===== config.mk =====
export PLATFORM = sky130hd
export DESIGN_NAME = linefeed_ctrl
export DESIGN_NICKNAME = d
export VERILOG_FILES = /design/src/common/linefeed_pkg.sv /design/src/common/monitor_if.sv /design/src/hdl/line_monitor.sv /design/src/hdl/linefeed_ctrl.sv
export SDC_FILE = /design/constraint.sdc
export NUM_CORES = 1
export LEC_CHECK = 0
export ABC_AREA = 1
export BUFFER_PORTS_ARGS = -buffer_cell sky130_fd_sc_hd__buf_2
export CAP_MARGIN = 20
export CELL_PAD_IN_SITES_DETAIL_PLACEMENT = 1
export CELL_PAD_IN_SITES_GLOBAL_PLACEMENT = 1
export CORE_MARGIN = 3
export CORE_UTILIZATION = 45
export CTS_BUF_LIST = sky130_fd_sc_hd__clkbuf_4
export CTS_CLUSTER_DIAMETER = 40
export DETAILED_ROUTE_END_ITERATION = 10
export PLACE_DENSITY_LB_ADDON = 0.1
export SLEW_MARGIN = 10
export SYNTH_ARGS = -nofsm -noshare
export SYNTH_HDL_FRONTEND = slang
export SYNTH_SLANG_ARGS = --single-unit

===== constraint.sdc =====
create_clock -name mclk -period 10.72 [get_ports mclk]
set_clock_uncertainty 0.2 [all_clocks]
set_input_delay 0 -clock mclk [delete_from_list [all_inputs] [get_ports mclk]]
set_output_delay 0 -clock mclk [all_outputs]
set_load 0.005 [all_outputs]

===== src/common/linefeed_pkg.sv =====
// constants, types and helpers for the linefeed state and dc feed bank
// assumes a single 250 MHz clock domain and an 8-bit register port

package linefeed_pkg;

   // ****************************************
   // register offsets
   // ****************************************
   localparam logic [7:0] ADDR_LINEFEED = 8'h40;
   localparam logic [7:0] ADDR_CUR_LIMIT = 8'h47;
   localparam logic [7:0] ADDR_OPEN_V = 8'h48;
   localparam logic [7:0] ADDR_COMMON_V = 8'h49;
   localparam logic [7:0] ADDR_LOOP_V = 8'h4e;
   localparam logic [7:0] ADDR_LOOP_I = 8'h4f;

   // ****************************************
   // field layout and reset values
   // ****************************************
   localparam int STATE_LSB = 0;
   localparam int STATE_ACT_LSB = 4;
   localparam int CUR_LIMIT_W = 3;
   localparam int VOLT_CODE_W = 6;
   localparam int ADC_W = 7;
   localparam logic [2:0] STATE_RST = 3'h0;
   localparam logic [2:0] CUR_LIMIT_RST = 3'h0;
   localparam logic [5:0] OPEN_V_RST = 6'h20;
   localparam logic [5:0] COMMON_V_RST = 6'h02;

   // ****************************************
   // linefeed state codes
   // ****************************************
   localparam logic [2:0] CODE_OPEN = 3'h0;
   localparam logic [2:0] CODE_FWD_ACT = 3'h1;
   localparam logic [2:0] CODE_FWD_OHT = 3'h2;
   localparam logic [2:0] CODE_TIP_OPEN = 3'h3;
   localparam logic [2:0] CODE_RINGING = 3'h4;
   localparam logic [2:0] CODE_REV_ACT = 3'h5;
   localparam logic [2:0] CODE_REV_OHT = 3'h6;
   localparam logic [2:0] CODE_RING_OPEN = 3'h7;

   typedef enum logic [7:0] {
      MODE_OPEN = 8'h01,
      MODE_FWD_ACT = 8'h02,
      MODE_FWD_OHT = 8'h04,
      MODE_TIP_OPEN = 8'h08,
      MODE_RINGING = 8'h10,
      MODE_REV_ACT = 8'h20,
      MODE_REV_OHT = 8'h40,
      MODE_RING_OPEN = 8'h80
   } feed_mode_t;

   // ****************************************
   // scaling and timing
   // ****************************************
   localparam logic [5:0] CUR_BASE_MA = 6'h14;
   localparam logic [5:0] CUR_STEP_MA = 6'h03;
   localparam logic [9:0] VOLT_STEP_DV = 10'h00f;
   localparam int CLK_HZ = 250000000;
   localparam int SAMPLE_RATE_HZ = 800;
   localparam int SAMPLE_CYCLES = CLK_HZ / SAMPLE_RATE_HZ;
   localparam int CNT_W = 19;

   // three-bit code to one-hot mode
   function automatic feed_mode_t mode_decode(input logic [2:0] code);
      feed_mode_t m;
      m = MODE_OPEN;
      unique case (code)
         CODE_OPEN: m = MODE_OPEN;
         CODE_FWD_ACT: m = MODE_FWD_ACT;
         CODE_FWD_OHT: m = MODE_FWD_OHT;
         CODE_TIP_OPEN: m = MODE_TIP_OPEN;
         CODE_RINGING: m = MODE_RINGING;
         CODE_REV_ACT: m = MODE_REV_ACT;
         CODE_REV_OHT: m = MODE_REV_OHT;
         CODE_RING_OPEN: m = MODE_RING_OPEN;
      endcase
      return m;
   endfunction

   // 6-bit voltage code to tenths of a volt
   function automatic logic [9:0] code_to_dv(input logic [5:0] code);
      logic [15:0] p;
      p = {10'h000, code} * {6'h00, VOLT_STEP_DV};
      return p[9:0];
   endfunction

   // current limit code to milliamps
   function automatic logic [5:0] limit_to_ma(input logic [2:0] code);
      logic [11:0] p;
      p = {9'h000, code} * {6'h00, CUR_STEP_MA};
      return CUR_BASE_MA + p[5:0];
   endfunction

endpackage


===== src/common/monitor_if.sv =====
// carries monitored samples and fault events from the sampler to the bank
// assumes both ends run on mclk

`timescale 1ns/1ns

interface monitor_if;
   logic sample_tick;
   logic [6:0] loop_voltage;
   logic [6:0] loop_current;
   logic power_fault;

   modport sampler(output sample_tick, output loop_voltage, output loop_current, output power_fault);
   modport consumer(input sample_tick, input loop_voltage, input loop_current, input power_fault);
endinterface


===== src/hdl/line_monitor.sv =====
// synchronises converter words and the power comparator, refreshes samples
// assumes converter outputs and fault pin are asynchronous to mclk

`timescale 1ns/1ns

module line_monitor #(
   parameter int SAMPLE_PERIOD = linefeed_pkg::SAMPLE_CYCLES
) (
   input wire logic mclk,
   input wire logic resetn,
   input wire logic ce,
   input wire logic [linefeed_pkg::ADC_W-1:0] adc_loop_voltage,
   input wire logic [linefeed_pkg::ADC_W-1:0] adc_loop_current,
   input wire logic power_fault_pin,
   monitor_if.sampler mon
);
   import linefeed_pkg::*;

   typedef struct packed {
      logic [ADC_W-1:0] v_s1;
      logic [ADC_W-1:0] v_s2;
      logic [ADC_W-1:0] i_s1;
      logic [ADC_W-1:0] i_s2;
      logic f_s1;
      logic f_s2;
      logic f_s3;
      logic [CNT_W-1:0] cnt;
      logic [ADC_W-1:0] v_smp;
      logic [ADC_W-1:0] i_smp;
      logic tick;
      logic fault;
   } mon_state_t;

   localparam logic [CNT_W-1:0] CNT_LAST = CNT_W'(SAMPLE_PERIOD - 1);

   mon_state_t state_reg;
   mon_state_t state_next;

   // ****************************************
   // next state
   // ****************************************
   // sync chains, 800 Hz refresh, fault rising edge
   always_comb begin
      state_next = state_reg;
      state_next.v_s1 = adc_loop_voltage;
      state_next.v_s2 = state_reg.v_s1;
      state_next.i_s1 = adc_loop_current;
      state_next.i_s2 = state_reg.i_s1;
      state_next.f_s1 = power_fault_pin;
      state_next.f_s2 = state_reg.f_s1;
      state_next.f_s3 = state_reg.f_s2;
      state_next.fault = state_reg.f_s2 & ~state_reg.f_s3;
      state_next.tick = 1'b0;
      if (state_reg.cnt == CNT_LAST) begin
         state_next.cnt = '0;
         state_next.v_smp = state_reg.v_s2;
         state_next.i_smp = state_reg.i_s2;
         state_next.tick = 1'b1;
      end else begin
         state_next.cnt = state_reg.cnt + 1'b1;
      end
   end

   // ****************************************
   // registers
   // ****************************************
   // freezes while ce is low
   always_ff @(posedge mclk) begin
      if (!resetn) begin
         state_reg <= '0;
      end else if (ce) begin
         state_reg <= state_next;
      end
   end

   assign mon.sample_tick = state_reg.tick;
   assign mon.loop_voltage = state_reg.v_smp;
   assign mon.loop_current = state_reg.i_smp;
   assign mon.power_fault = state_reg.fault;
endmodule


===== src/hdl/linefeed_ctrl.sv =====
// linefeed state and dc feed register bank with driver controls
// assumes a same-clock register port; converter and fault inputs are async

`timescale 1ns/1ns

module linefeed_ctrl #(
   parameter int SAMPLE_PERIOD = linefeed_pkg::SAMPLE_CYCLES
) (
   input wire logic mclk,
   input wire logic resetn,
   input wire logic ce,
   input wire logic reg_wr,
   input wire logic reg_rd,
   input wire logic [7:0] reg_addr,
   input wire logic [7:0] reg_wdata,
   output logic [7:0] reg_rdata,
   input wire logic [linefeed_pkg::ADC_W-1:0] adc_loop_voltage,
   input wire logic [linefeed_pkg::ADC_W-1:0] adc_loop_current,
   input wire logic power_fault_pin,
   input wire logic auto_open_enable,
   input wire logic alarm_irq_enable,
   input wire logic power_alarm_clear,
   output logic power_alarm,
   output logic power_alarm_irq,
   output logic sample_tick,
   output logic tip_drive_en,
   output logic ring_drive_en,
   output logic audio_path_en,
   output logic ringing_en,
   output logic reverse_polarity,
   output logic [9:0] open_circuit_voltage_dv,
   output logic [5:0] loop_current_limit_ma,
   output logic [10:0] tip_level_dv,
   output logic [10:0] ring_level_dv
);
   import linefeed_pkg::*;

   typedef struct packed {
      logic [2:0] linefeed_state_field;
      logic [CUR_LIMIT_W-1:0] loop_current_limit;
      logic [VOLT_CODE_W-1:0] open_circuit_voltage;
      logic [VOLT_CODE_W-1:0] common_mode_voltage;
      logic alarm;
      logic [7:0] rdata;
      logic tip_en;
      logic ring_en;
      logic audio_en;
      logic ring_gen;
      logic reverse;
      logic [9:0] open_dv;
      logic [5:0] limit_ma;
      logic [10:0] tip_dv;
      logic [10:0] ring_dv;
   } bank_state_t;

   bank_state_t state_reg;
   bank_state_t state_next;
   feed_mode_t mode;

   monitor_if mon();

   // ****************************************
   // sampler
   // ****************************************
   line_monitor #(.SAMPLE_PERIOD(SAMPLE_PERIOD)) u_monitor (
      .mclk(mclk),
      .resetn(resetn),
      .ce(ce),
      .adc_loop_voltage(adc_loop_voltage),
      .adc_loop_current(adc_loop_current),
      .power_fault_pin(power_fault_pin),
      .mon(mon.sampler)
   );

   // ****************************************
   // next state
   // ****************************************
   // register writes, alarm, mode decode and driver controls
   always_comb begin
      logic [9:0] cm_dv;
      cm_dv = '0;
      state_next = state_reg;

      // software writes; settings take effect on the same edge
      if (reg_wr) begin
         unique case (reg_addr)
            ADDR_LINEFEED: state_next.linefeed_state_field = reg_wdata[STATE_LSB +: 3];
            ADDR_CUR_LIMIT: state_next.loop_current_limit = reg_wdata[CUR_LIMIT_W-1:0];
            ADDR_OPEN_V: state_next.open_circuit_voltage = reg_wdata[VOLT_CODE_W-1:0];
            ADDR_COMMON_V: state_next.common_mode_voltage = reg_wdata[VOLT_CODE_W-1:0];
            default: ;
         endcase
      end

      // alarm: set wins over clear; auto-open overrides a same-cycle write
      if (power_alarm_clear) begin
         state_next.alarm = 1'b0;
      end
      if (mon.power_fault) begin
         state_next.alarm = 1'b1;
         if (auto_open_enable) begin
            state_next.linefeed_state_field = CODE_OPEN;
         end
      end

      // read data, unmapped offsets read as zero
      state_next.rdata = '0;
      if (reg_rd) begin
         unique case (reg_addr)
            ADDR_LINEFEED: begin
               state_next.rdata[STATE_LSB +: 3] = state_reg.linefeed_state_field;
               state_next.rdata[STATE_ACT_LSB +: 3] = state_reg.linefeed_state_field;
            end
            ADDR_CUR_LIMIT: state_next.rdata[CUR_LIMIT_W-1:0] = state_reg.loop_current_limit;
            ADDR_OPEN_V: state_next.rdata[VOLT_CODE_W-1:0] = state_reg.open_circuit_voltage;
            ADDR_COMMON_V: state_next.rdata[VOLT_CODE_W-1:0] = state_reg.common_mode_voltage;
            ADDR_LOOP_V: state_next.rdata[ADC_W-1:0] = mon.loop_voltage;
            ADDR_LOOP_I: state_next.rdata[ADC_W-1:0] = mon.loop_current;
            default: ;
         endcase
      end

      // driver controls from the new state code
      mode = mode_decode(state_next.linefeed_state_field);
      state_next.tip_en = 1'b0;
      state_next.ring_en = 1'b0;
      state_next.audio_en = 1'b0;
      state_next.ring_gen = 1'b0;
      state_next.reverse = 1'b0;
      unique case (mode)
         MODE_OPEN: ;
         MODE_FWD_ACT: begin
            state_next.tip_en = 1'b1;
            state_next.ring_en = 1'b1;
         end
         MODE_FWD_OHT: begin
            state_next.tip_en = 1'b1;
            state_next.ring_en = 1'b1;
            state_next.audio_en = 1'b1;
         end
         MODE_TIP_OPEN: state_next.ring_en = 1'b1;
         MODE_RINGING: begin
            state_next.tip_en = 1'b1;
            state_next.ring_en = 1'b1;
            state_next.ring_gen = 1'b1;
         end
         MODE_REV_ACT: begin
            state_next.tip_en = 1'b1;
            state_next.ring_en = 1'b1;
            state_next.reverse = 1'b1;
         end
         MODE_REV_OHT: begin
            state_next.tip_en = 1'b1;
            state_next.ring_en = 1'b1;
            state_next.audio_en = 1'b1;
            state_next.reverse = 1'b1;
         end
         MODE_RING_OPEN: state_next.tip_en = 1'b1;
      endcase

      // feed targets, magnitudes below ground in tenths of a volt
      state_next.open_dv = code_to_dv(state_next.open_circuit_voltage);
      state_next.limit_ma = limit_to_ma(state_next.loop_current_limit);
      cm_dv = code_to_dv(state_next.common_mode_voltage);
      if (state_next.reverse) begin
         state_next.ring_dv = {1'b0, cm_dv};
         state_next.tip_dv = {1'b0, cm_dv} + {1'b0, state_next.open_dv};
      end else begin
         state_next.tip_dv = {1'b0, cm_dv};
         state_next.ring_dv = {1'b0, cm_dv} + {1'b0, state_next.open_dv};
      end
   end

   // ****************************************
   // registers
   // ****************************************
   // reset leaves the line open with default feed codes
   always_ff @(posedge mclk) begin
      if (!resetn) begin
         state_reg <= '0;
         state_reg.linefeed_state_field <= STATE_RST;
         state_reg.loop_current_limit <= CUR_LIMIT_RST;
         state_reg.open_circuit_voltage <= OPEN_V_RST;
         state_reg.common_mode_voltage <= COMMON_V_RST;
      end else if (ce) begin
         state_reg <= state_next;
      end
   end

   // outputs straight from flops, except power_alarm_irq, which gates the alarm flop with alarm_irq_enable
   assign reg_rdata = state_reg.rdata;
   assign power_alarm = state_reg.alarm;
   assign power_alarm_irq = state_reg.alarm & alarm_irq_enable;
   assign sample_tick = mon.sample_tick;
   assign tip_drive_en = state_reg.tip_en;
   assign ring_drive_en = state_reg.ring_en;
   assign audio_path_en = state_reg.audio_en;
   assign ringing_en = state_reg.ring_gen;
   assign reverse_polarity = state_reg.reverse;
   assign open_circuit_voltage_dv = state_reg.open_dv;
   assign loop_current_limit_ma = state_reg.limit_ma;
   assign tip_level_dv = state_reg.tip_dv;
   assign ring_level_dv = state_reg.ring_dv;
endmodule


==> results.toml, run 1 <==
[status]
status = "finished, final reports clean"

[setup_path]
r2r-start = "state_reg[53]$_SDFFE_PN1P_"
critPathSlowestCell = "fa_1"
cp_max_fo = 8
cp.arrival_ns = 5.45
max_stage_delay_ns = 0.54
ff2ff_path_depth = 24
cpLargestDelayFamily = "adder cells"
crit_type = "in2reg"
path_depth = 26
crit_path_start_kind = "input pin"
crit_top_cell = "inv_1"
ff2ff_setup_slack_ns = 6.14
rr_endpoint = "tip_level_dv[8]$_SDFFE_PN0P_"
critical_path_required_ns = 11.02
crit_path_end_kind = "flip-flop"
cp_num_buf_inv = 8

[min_path]
holdPathStages = 4
holdCritStartpoint = "alarm_irq_enable"
min_path_type = "in2out"
holdPathEnd = "power_alarm_irq"

[cells_and_area]
largest_register_ff_count = 34
final_nets = 1270
finalNonFillerCells = 1412
synthToLayoutAreaGrowth_pct = 17.3
drive_above_1_share_pct = 13.7
fin_area_sq_mm = 0.00904

[placement]
dp.cells = 1301
place_area_sq_mm = 0.00798
globalplace.congestion = 0.824
portBuffers = 89
place_hpwl_um = 15300

[floorplan]
io_pins = 93
initial_core_util_pct = 46.3
coreArea_sq_mm = 0.0166
row_count = 47
die_w_um = 137
die_h_um = 137
dieArea_sq_mm = 0.0187

[timing]
max_freq_ghz = 0.194
setup_viol = 0
layout_min_cycle_time_ns = 5.15
worst_pin_slew_ns = 0.841
fin_crit_sh_pct = 48.0
hold_violations = 0
finalSetupTns_ns = 0
slew_viol_final = 0
relSlewSlack_pct = 43.3
rsz0062_at_grt = "no"

[global_routing]
grt_pass1_vias = 7667
grt_util_all_layers_pct = 25.7
grt_max_degree = 89
grt_pass1_wl_um = 37800
antenna_found_initial = 3
overflow = 0

[yosys]
synthesis.area_sq_mm = 0.00770
ys.warnings.count = 0
ys_seq_elements = 132
ys_types = 50
synth_edf_count = 0
synth_fp_nets = 1162
syn_avg_cell_area_sq_um = 7.21
yosysSeqAreaShare_pct = 34.3
async_reset_ff_share_pct = 0
ys.flop_type = "dfxtp_1"
syn_inst = 1068

[drt]
route.antenna.remaining_nets = 0
vias_per_cell = 5.14
wl_per_cell_um = 16.5
first_pass_iters = 5
drt_iter0_drc = 390
vias = 7262
drc_errors = 0
routed_wl_um = 23300

[power_and_ir_drop]
peakVddDrop_v = 0.000104
leakagePower_nw = 4.44
power.density_mw_per_mm2 = 157
total_power_mw = 1.42

[clock_tree]
clk_pin_slew_worst_paths_ns = 0.11
numCtsBuffers = 17
cts_buffer_depth = 2
cts_tree = "built"
cts_resized = 0
cts-root-buf = "clkbuf_4"
cts.sinks = 132
htree_levels = 4
clock_latency_ns = 0.56

[run]
drv_cap = 0
-- power breakdown --
group | internal, mW | switching [mW] | total, mW
clock network | 0.145 | 0.216 | 0.361
registers | 0.528 | 0.0203 | 0.548
logic | 0.200 | 0.309 | 0.509
-- metrics by stage --
stage / hold WS, ns / setup WS [ns] / utilization [%]
2_1_floorplan: -0.121 / 6.44 / -
3_3_place_gp: 0.0224 / 5.24 / 47.9
3_5_place_dp: 0.0326 / 5.21 / 47.9
4_1_cts: 0.0103 / 5.60 / 54.3
5_1_grt: 0.107 / 5.09 / 54.3
6_report: 0.0626 / 5.57 / 54.3
-- worst max path at each step --
stage                     start                             to  slack, ns
finish              reg_addr[2]   tip_level_dv[8]$_SDFFE_PN0P_       5.57
global route        reg_addr[2]   tip_level_dv[8]$_SDFFE_PN0P_       5.09
CTS                 reg_addr[2]   tip_level_dv[8]$_SDFFE_PN0P_       5.60
detailed placement  reg_addr[5]   tip_level_dv[8]$_SDFFE_PN0P_       5.21
global placement    reg_addr[7]  tip_level_dv[10]$_SDFFE_PN0P_       5.24
floorplan           reg_addr[7]   tip_level_dv[8]$_SDFFE_PN0P_       6.44
-- layout make-up --
type	instances	area (sq um)
Clock buffer	17	128
Fill cell	2209	7600
Antenna cell	3	7.51
Timing Repair Buffer	170	1240
Sequential cell	132	2640
Inverter	166	627
Clock inverter	15	169
Multi-Input combinational cell	689	3950
Tap cell	220	275
-- worst reg2reg max path, stage by stage, from the launching register on --
cell	delay, ns
dfxtp_1	0.35
nand2_1	0.09
o21ai_2	0.17
xnor2_1	0.19
inv_1	0.15
ha_1	0.25
nor2_1	0.15
fa_1	0.42
inv_1	0.07
ha_1	0.29
nand2_1	0.10
nand2_1	0.06
a31o_2	0.22
or2_2	0.27
nand2_1	0.11
inv_1	0.06
ha_1	0.31
a21oi_1	0.18
o21ai_0	0.10
a31oi_1	0.25
xor2_1	0.25
nand2_1	0.07
nand3_1	0.08
nand2_1	0.05
inv_1	0.07
-- per-layer routing --
layer | share of wire (%) | vias to the layer above | global-route usage [%]
met5 | 0 | - | 0
met4 | 2.8 | 0 | 10.6
met3 | 2.8 | 48 | 3.82
met2 | 50 | 129 | 45.1
met1 | 45 | 3493 | 31.3
li1 | - | 3592 | -
-- Yosys cell counts, drive strengths merged (14+ instances only) --
cell / number / area share [%]
nand2: 192 / 9.9
inv: 166 / 8.1
dfxtp: 132 / 34
nor2: 116 / 5.9
a21oi: 98 / 6.4
o21ai: 95 / 6.3
buf: 52 / 4.9
ha: 39 / 6.3
clkbuf: 29 / 1.4
nand3: 29 / 2.2
nor3: 19 / 1.4
fa: 16 / 4.2
nand4: 14 / 1.1
xor2: 14 / 1.6
-- cells in the final DEF (no fill, tap or decap), drive strengths merged, types with 2 or more instances in the layout --
| cell type | n |
|---|---|
| a211oi | 2 |
| a21o | 3 |
| a21oi | 98 |
| a221oi | 3 |
| a22oi | 2 |
| a31o | 4 |
| a31oi | 2 |
| buf | 94 |
| bufinv | 2 |
| clkbuf | 17 |
| clkinv | 6 |
| dfxtp | 132 |
| diode | 3 |
| dlygate4sd3 | 76 |
| fa | 16 |
| ha | 39 |
| inv | 172 |
| nand2 | 192 |
| nand3 | 29 |
| nand4 | 14 |
| nor2 | 116 |
| nor3 | 19 |
| o211ai | 7 |
| o21ai | 95 |
| o21bai | 3 |
| o22ai | 7 |
| or2 | 2 |
| xnor2 | 12 |
| xor2 | 14 |
-- repair_timing --
item	in CTS	in global routing
hold buffers	76	0
setup buffers	0	0
hold endpoints to repair	95	0
-- cells by family (layout without fill, tap and decap cells) --
group                    count (synthesis)  count (layout)  share of synthesized area, %
adder cells (fa/ha/maj)                 55              55                          10.5
XOR/XNOR                                26              26                          2.96
flip-flops                             132             132                          34.3
other                                    1               4                        0.0487
buffers and inverters                  247             368                          14.5
AO/OA/AOI/OAI                          231             231                          16.5
multiplexers                             1               1                         0.130
AND/OR/NAND/NOR                        375             375                          21.1
Power figures use the tool's default switching activity.
==> run 2, diff against run 1 <==
- CORE_UTILIZATION: 45 -> 40
- clock period: 10.72 -> 4.59 ns (I/O delays scaled with it)
==> run 2 against run 1 <==
Via count up 0.56%. Register-to-register slack worse by 5.9 ns. Sequential power up 130%. Critical endpoint unchanged. First-iteration DRC count down 26%. Flip-flop and latch count unchanged. Largest power group is now combinational logic. Combinational power rose to 2.7 times the previous value. Power up 140%. Final area up 3.6%. Die area up 12%. Sequential share of layout area down 1.0 points. Global-route usage down 3.0 points.
==> results.toml, run 2 (same netlist as run 1, synthesis figures left out) <==
[setup_path]
critical_path_required_ns = 4.91
ff2ff_setup_slack_ns = 0.25
rr_endpoint = "tip_level_dv[8]$_SDFFE_PN0P_"
cp.arrival_ns = 4.66
crit_path_end_kind = "flip-flop"
crit_type = "reg2reg"
worstSetupStartpoint = "state_reg[58]$_SDFFE_PN0P_"
critPathCapture = "tip_level_dv[8]$_SDFFE_PN0P_"
cp_max_fo = 4
crit_path_start_kind = "flip-flop"
ff2ff_path_depth = 21
r2r-start = "state_reg[58]$_SDFFE_PN0P_"

[floorplan]
row_count = 50
coreArea_sq_mm = 0.0188
initial_core_util_pct = 40.9
die_w_um = 145
die_h_um = 145
dieArea_sq_mm = 0.0210
io_pins = 93

[cells_and_area]
final_nets = 1301
largest_register_ff_count = 34
register_area_sq_mm = 0.00264
drive_above_1_share_pct = 17.3
multiInputGateArea_sq_mm = 0.00404
layout_commonest_cell = "nand2_1"
finalNonFillerCells = 1481
layout_common_cells = "nand2_1 (181), inv_1 (161), dfxtp_1 (131)"
utilization_pct = 49.7
fillCellCount = 2430
synthToLayoutAreaGrowth_pct = 21.6

[global_routing]
antenna_found_initial = 0
grt_pass1_vias = 7356
grt_pass1_wl_um = 37500
grt_max_degree = 68
overflow = 0
grt_util_all_layers_pct = 22.7

[timing]
hold_violations = 0
layout_min_cycle_time_ns = 4.34
worst_pin_slew_ns = 0.780
rsz0062_at_grt = "no"
fin_crit_sh_pct = 94.6
relSlewSlack_pct = 48.0
max_freq_ghz = 0.230
setup_viol = 0
slew_viol_final = 0
holdWs_ns = 0.0152

[placement]
place_hpwl_um = 16000
portBuffers = 89
dp.cells = 1373
globalplace.congestion = 0.815

[min_path]
min_path_type = "in2reg"

[clock_tree]
numCtsBuffers = 17
cts-root-buf = "clkbuf_4"
htree_levels = 4
clk_pin_slew_worst_paths_ns = 0.14
clock_latency_ns = 0.57
cts_tree = "built"
cts.sinks = 132
cts_buffer_depth = 2

[drt]
vias = 7303
drt_iter0_drc = 289
wl_per_cell_um = 16.0
first_pass_iters = 4
drc_errors = 0
route.antenna.remaining_nets = 0
routed_wl_um = 23700
vias_per_cell = 4.93

[run]
drv_cap = 0

[status]
status = "finished, final reports clean"

[power_and_ir_drop]
peakVddDrop_v = 0.000203
leakagePower_nw = 4.57
power.density_mw_per_mm2 = 368
total_power_mw = 3.45
run 2: cell count changes in the layout (fill, tap and decap cells not counted), sizes merged:
cell,change
clkbuf,+1
buf,+32
inv,+2
bufinv,-2
nand3,+1
dlygate4sd3,-3
diode,-2
run 2: power breakdown:
group / leakage [nW] / switching [mW] / internal, mW
combinational: 3.34 / 0.786 / 0.607
sequential: 1.08 / 0.0477 / 1.23
clock: 0.146 / 0.539 / 0.239
run 2: critical path, stage by stage, from the launching register on:
cell and delay, ns:
dfxtp_2 0.36, nand2_1 0.06, nand2_2 0.07, dlygate4sd3_1 0.57, buf_4 0.15, ha_2 0.18, inv_1 0.05, fa_1 0.54
inv_1 0.06, ha_1 0.28, a31o_2 0.27, xor2_2 0.15, inv_1 0.10, ha_4 0.26, a21oi_1 0.15, o21ai_0 0.09
a31oi_1 0.24, xor2_1 0.23, nand2_1 0.08, nand3_1 0.08, nand2_1 0.05, inv_1 0.05
run 2: repair_timing:
item                                   CTS  global route
gates resized for setup                  0            18
hold buffers                            72             1
endpoints found under the hold margin   78             1
setup buffers                            0             1
setup endpoints to repair                0            12
run 2: routing by layer:
layer  global-route usage, %  vias up  wire length [um]
met5                       0        -                 0
met4                    8.05        0               571
met3                    3.68       33               844
met2                    37.8      144             11300
met1                    29.8     3465             10900
li1                        -     3661                 -
run 2: cell type report:
class                      count  area share, %
tap                          260           3.47
timing repair buffer         200           15.6
antenna                        1         0.0267
multi-input combinational    690           43.1
clock inverter                15           1.46
clock buffer                  17           1.36
inverter                     166           6.69
sequential                   132           28.2
run 2: how the worst min path moves through the flow:
stage | from | to | slack [ns] | cells past startpoint
2_1_floorplan | alarm_irq_enable | power_alarm_irq | -0.12 | 2
3_3_place_gp | adc_loop_current[0] | u_monitor.state_next[38]$_SDFFE_PN0P_ | 0.02 | 3
3_5_place_dp | adc_loop_current[2] | u_monitor.state_next[40]$_SDFFE_PN0P_ | 0.03 | 3
4_1_cts | reg_addr[7] | state_reg[60]$_SDFFE_PN0P_ | 0.04 | 10
5_1_grt | reg_addr[6] | state_reg[54]$_SDFFE_PN0P_ | 0.03 | 9
6_report | reg_addr[5] | state_reg[54]$_SDFFE_PN0P_ | 0.02 | 10
run 2: per-stage QoR:
step / TNS, ns / cell area (sq um) / setup slack (ns)
floorplan: 0 / 7700 / 0.310
global placement: 0 / 8270 / 0.00493
detailed placement: -0.453 / 8270 / -0.0761
CTS: 0 / 9250 / 0.140
global route: 0 / 9370 / 0.00460
finish: 0 / 9370 / 0.249
==> run 3, diff against run 2 <==
--- a/config.mk
+++ b/config.mk
@@ -12,5 +12,5 @@
 export CELL_PAD_IN_SITES_GLOBAL_PLACEMENT = 1
 export CORE_MARGIN = 3
-export CORE_UTILIZATION = 40
+export CORE_UTILIZATION = 44
 export CTS_BUF_LIST = sky130_fd_sc_hd__clkbuf_4
 export CTS_CLUSTER_DIAMETER = 40
==> constraint.sdc (replaced) <==
create_clock -name mclk -period 4.3 [get_ports mclk]
set_clock_uncertainty 0.2 [all_clocks]
set_input_delay 0 -clock mclk [delete_from_list [all_inputs] [get_ports mclk]]
set_output_delay 0 -clock mclk [all_outputs]
set_load 0.02 [all_outputs]
==> run 3 against run 2 <==
The run now ends with negative setup slack left. Routed wire length up 21%. Sequential share of layout area is 1.6 points lower. Final cell count is 0.41% higher. Critical path type unchanged. Critical endpoint is now ring_level_dv[8]$_SDFFE_PN0P_. Largest cell class unchanged. Largest power group unchanged.
==> results.toml, run 3 (same netlist as run 1, synthesis figures left out) <==
[setup_path]
rr_endpoint = "ring_level_dv[8]$_SDFFE_PN0P_"
cp.arrival_ns = 4.55
crit_path_end_kind = "flip-flop"
cp_max_fo = 4
critical_path_required_ns = 4.52
ff2ff_path_depth = 19
crit_type = "reg2reg"
r2r-start = "state_reg[60]$_SDFFE_PN0P_"
ff2ff_setup_slack_ns = -0.03
crit_path_start_kind = "flip-flop"

[timing]
layout_min_cycle_time_ns = 4.33
max_freq_ghz = 0.231
slew_viol_final = 0
rsz0062_at_grt = "yes"
hold_violations = 0
worst_slack_ns = -0.0311
setup_viol = 1
fin_crit_sh_pct = 101
worst_pin_slew_ns = 0.761
relSlewSlack_pct = 49.2

[power_and_ir_drop]
peakVddDrop_v = 0.000309
total_power_mw = 4.29
power.density_mw_per_mm2 = 431
leakagePower_nw = 4.87

[floorplan]
coreArea_sq_mm = 0.0169
row_count = 47
dieArea_sq_mm = 0.0191
initial_core_util_pct = 45.7
die_h_um = 138
io_pins = 93
die_w_um = 138

[status]
violations = "negative setup slack"
status = "finished, violations left"

[clock_tree]
cts-root-buf = "clkbuf_4"
cts_tree = "built"
htree_levels = 4
numCtsBuffers = 17
clock_latency_ns = 0.57
clk_pin_slew_worst_paths_ns = 0.14
cts_buffer_depth = 2
cts.sinks = 132

[drt]
vias = 7976
wl_per_cell_um = 19.3
drt_iter0_drc = 433
vias_per_cell = 5.36
drc_errors = 0
first_pass_iters = 5
route.antenna.remaining_nets = 0
routed_wl_um = 28600

[cells_and_area]
fin_area_sq_mm = 0.00994
utilization_pct = 58.9
antenna_cells = 0
largest_register_ff_count = 34
layout_common_cells = "nand2_1 (178), inv_1 (156), dfxtp_1 (128)"
synthToLayoutAreaGrowth_pct = 29.0
drive_above_1_share_pct = 22.4
final_nets = 1348
layout_commonest_cell = "nand2_1"

[run]
drv_cap = 0

[global_routing]
grtUsageMet3_pct = 4.66
met2_usage_pct = 46.8
grt_max_degree = 66
grt_use_met1_pct = 33.7
overflow = 0
grt-busiest-layer = "met2"
grt_pass1_wl_um = 42800
grt_util_all_layers_pct = 27.1
grt_pass1_vias = 8279
antenna_found_initial = 0

[placement]
place_area_sq_mm = 0.00852
place_hpwl_um = 16600
portBuffers = 89
globalplace.congestion = 0.825

[min_path]
holdPathStages = 7
holdCritStartpoint = "reg_wr"
holdPathEnd = "state_reg[59]$_SDFFE_PN0P_"
min_path_type = "in2reg"
## run 3: cell types whose count changed in the layout (fill, tap and decap cells not counted), sizes merged
cell,delta
diode,-1
inv,-5
dlygate4sd3,+3
nand3,-1
buf,+46
bufinv,+4
## run 3: worst max-delay path by stage
stage | end | slack (ns) | start
global route | tip_level_dv[8]$_SDFFE_PN0P_ | -0.11 | state_reg[60]$_SDFFE_PN0P_
CTS | tip_level_dv[8]$_SDFFE_PN0P_ | 0.02 | state_reg[59]$_SDFFE_PN0P_
finish | ring_level_dv[8]$_SDFFE_PN0P_ | -0.03 | state_reg[60]$_SDFFE_PN0P_
global placement | tip_level_dv[8]$_SDFFE_PN0P_ | -0.22 | reg_addr[7]
floorplan | tip_level_dv[8]$_SDFFE_PN0P_ | 0.02 | reg_addr[7]
detailed placement | tip_level_dv[8]$_SDFFE_PN0P_ | -0.44 | reg_addr[7]
## run 3: what timing repair did
item	CTS	global route
endpoints found under the setup margin	3	12
pin swaps	1	14
endpoints found under the hold margin	130	0
hold buffers	76	0
gates resized for setup	2	49
setup buffers	0	6
## run 3: where the power goes
| group | switching [mW] | total [mW] | internal [mW] | leakage (nW) |
|---|---|---|---|---|
| Combinational | 1.05 | 1.90 | 0.853 | 3.61 |
| Sequential | 0.0570 | 1.37 | 1.32 | 1.08 |
| Clock | 0.533 | 1.01 | 0.475 | 0.175 |
## run 3: layout make-up
class / instances / area [sq um]
Clock inverter: 14 / 198
Tap cell: 220 / 275
Timing Repair Buffer: 248 / 1830
Sequential cell: 132 / 2650
Inverter: 166 / 627
Clock buffer: 18 / 135
Multi-Input combinational cell: 689 / 4220
Fill cell: 2169 / 6940
## run 3: routing by layer
layer  wire length (um)  vias to the layer above  part of all wire, %
li1                   -                     3746                    -
met1              11900                     3914                   42
met2              14500                      244                   51
met3               1250                       72                  4.4
met4                901                        0                  3.1
met5                  0                        -                    0
## run 3: per-stage QoR
stage | hold slack, ns | setup TNS, ns | setup WS [ns] | cells
2_1_floorplan | -0.0688 | 0 | 0.0196 | 1068
3_3_place_gp | 0.0217 | -1.93 | -0.222 | 1373
3_5_place_dp | 0.0321 | -4.40 | -0.439 | 1373
4_1_cts | 0.0177 | 0 | 0.0184 | 1481
5_1_grt | 0.0285 | -0.700 | -0.114 | 1487
6_report | 0.0117 | -0.0311 | -0.0311 | 1487
## run 3: critical path, cell delays in order (launching register included)
cell and delay (ns):
dfxtp_2 0.37, nand2_1 0.07, o21ai_2 0.12, inv_2 0.11
buf_4 0.15, fa_1 0.50, fa_2 0.60, inv_1 0.06
ha_1 0.29, a31o_2 0.28, xor2_2 0.17, inv_1 0.10
ha_4 0.26, a21oi_1 0.13, o21ai_0 0.08, a31oi_1 0.25
xor2_1 0.13, buf_4 0.14, a21oi_1 0.13, nor2_1 0.05
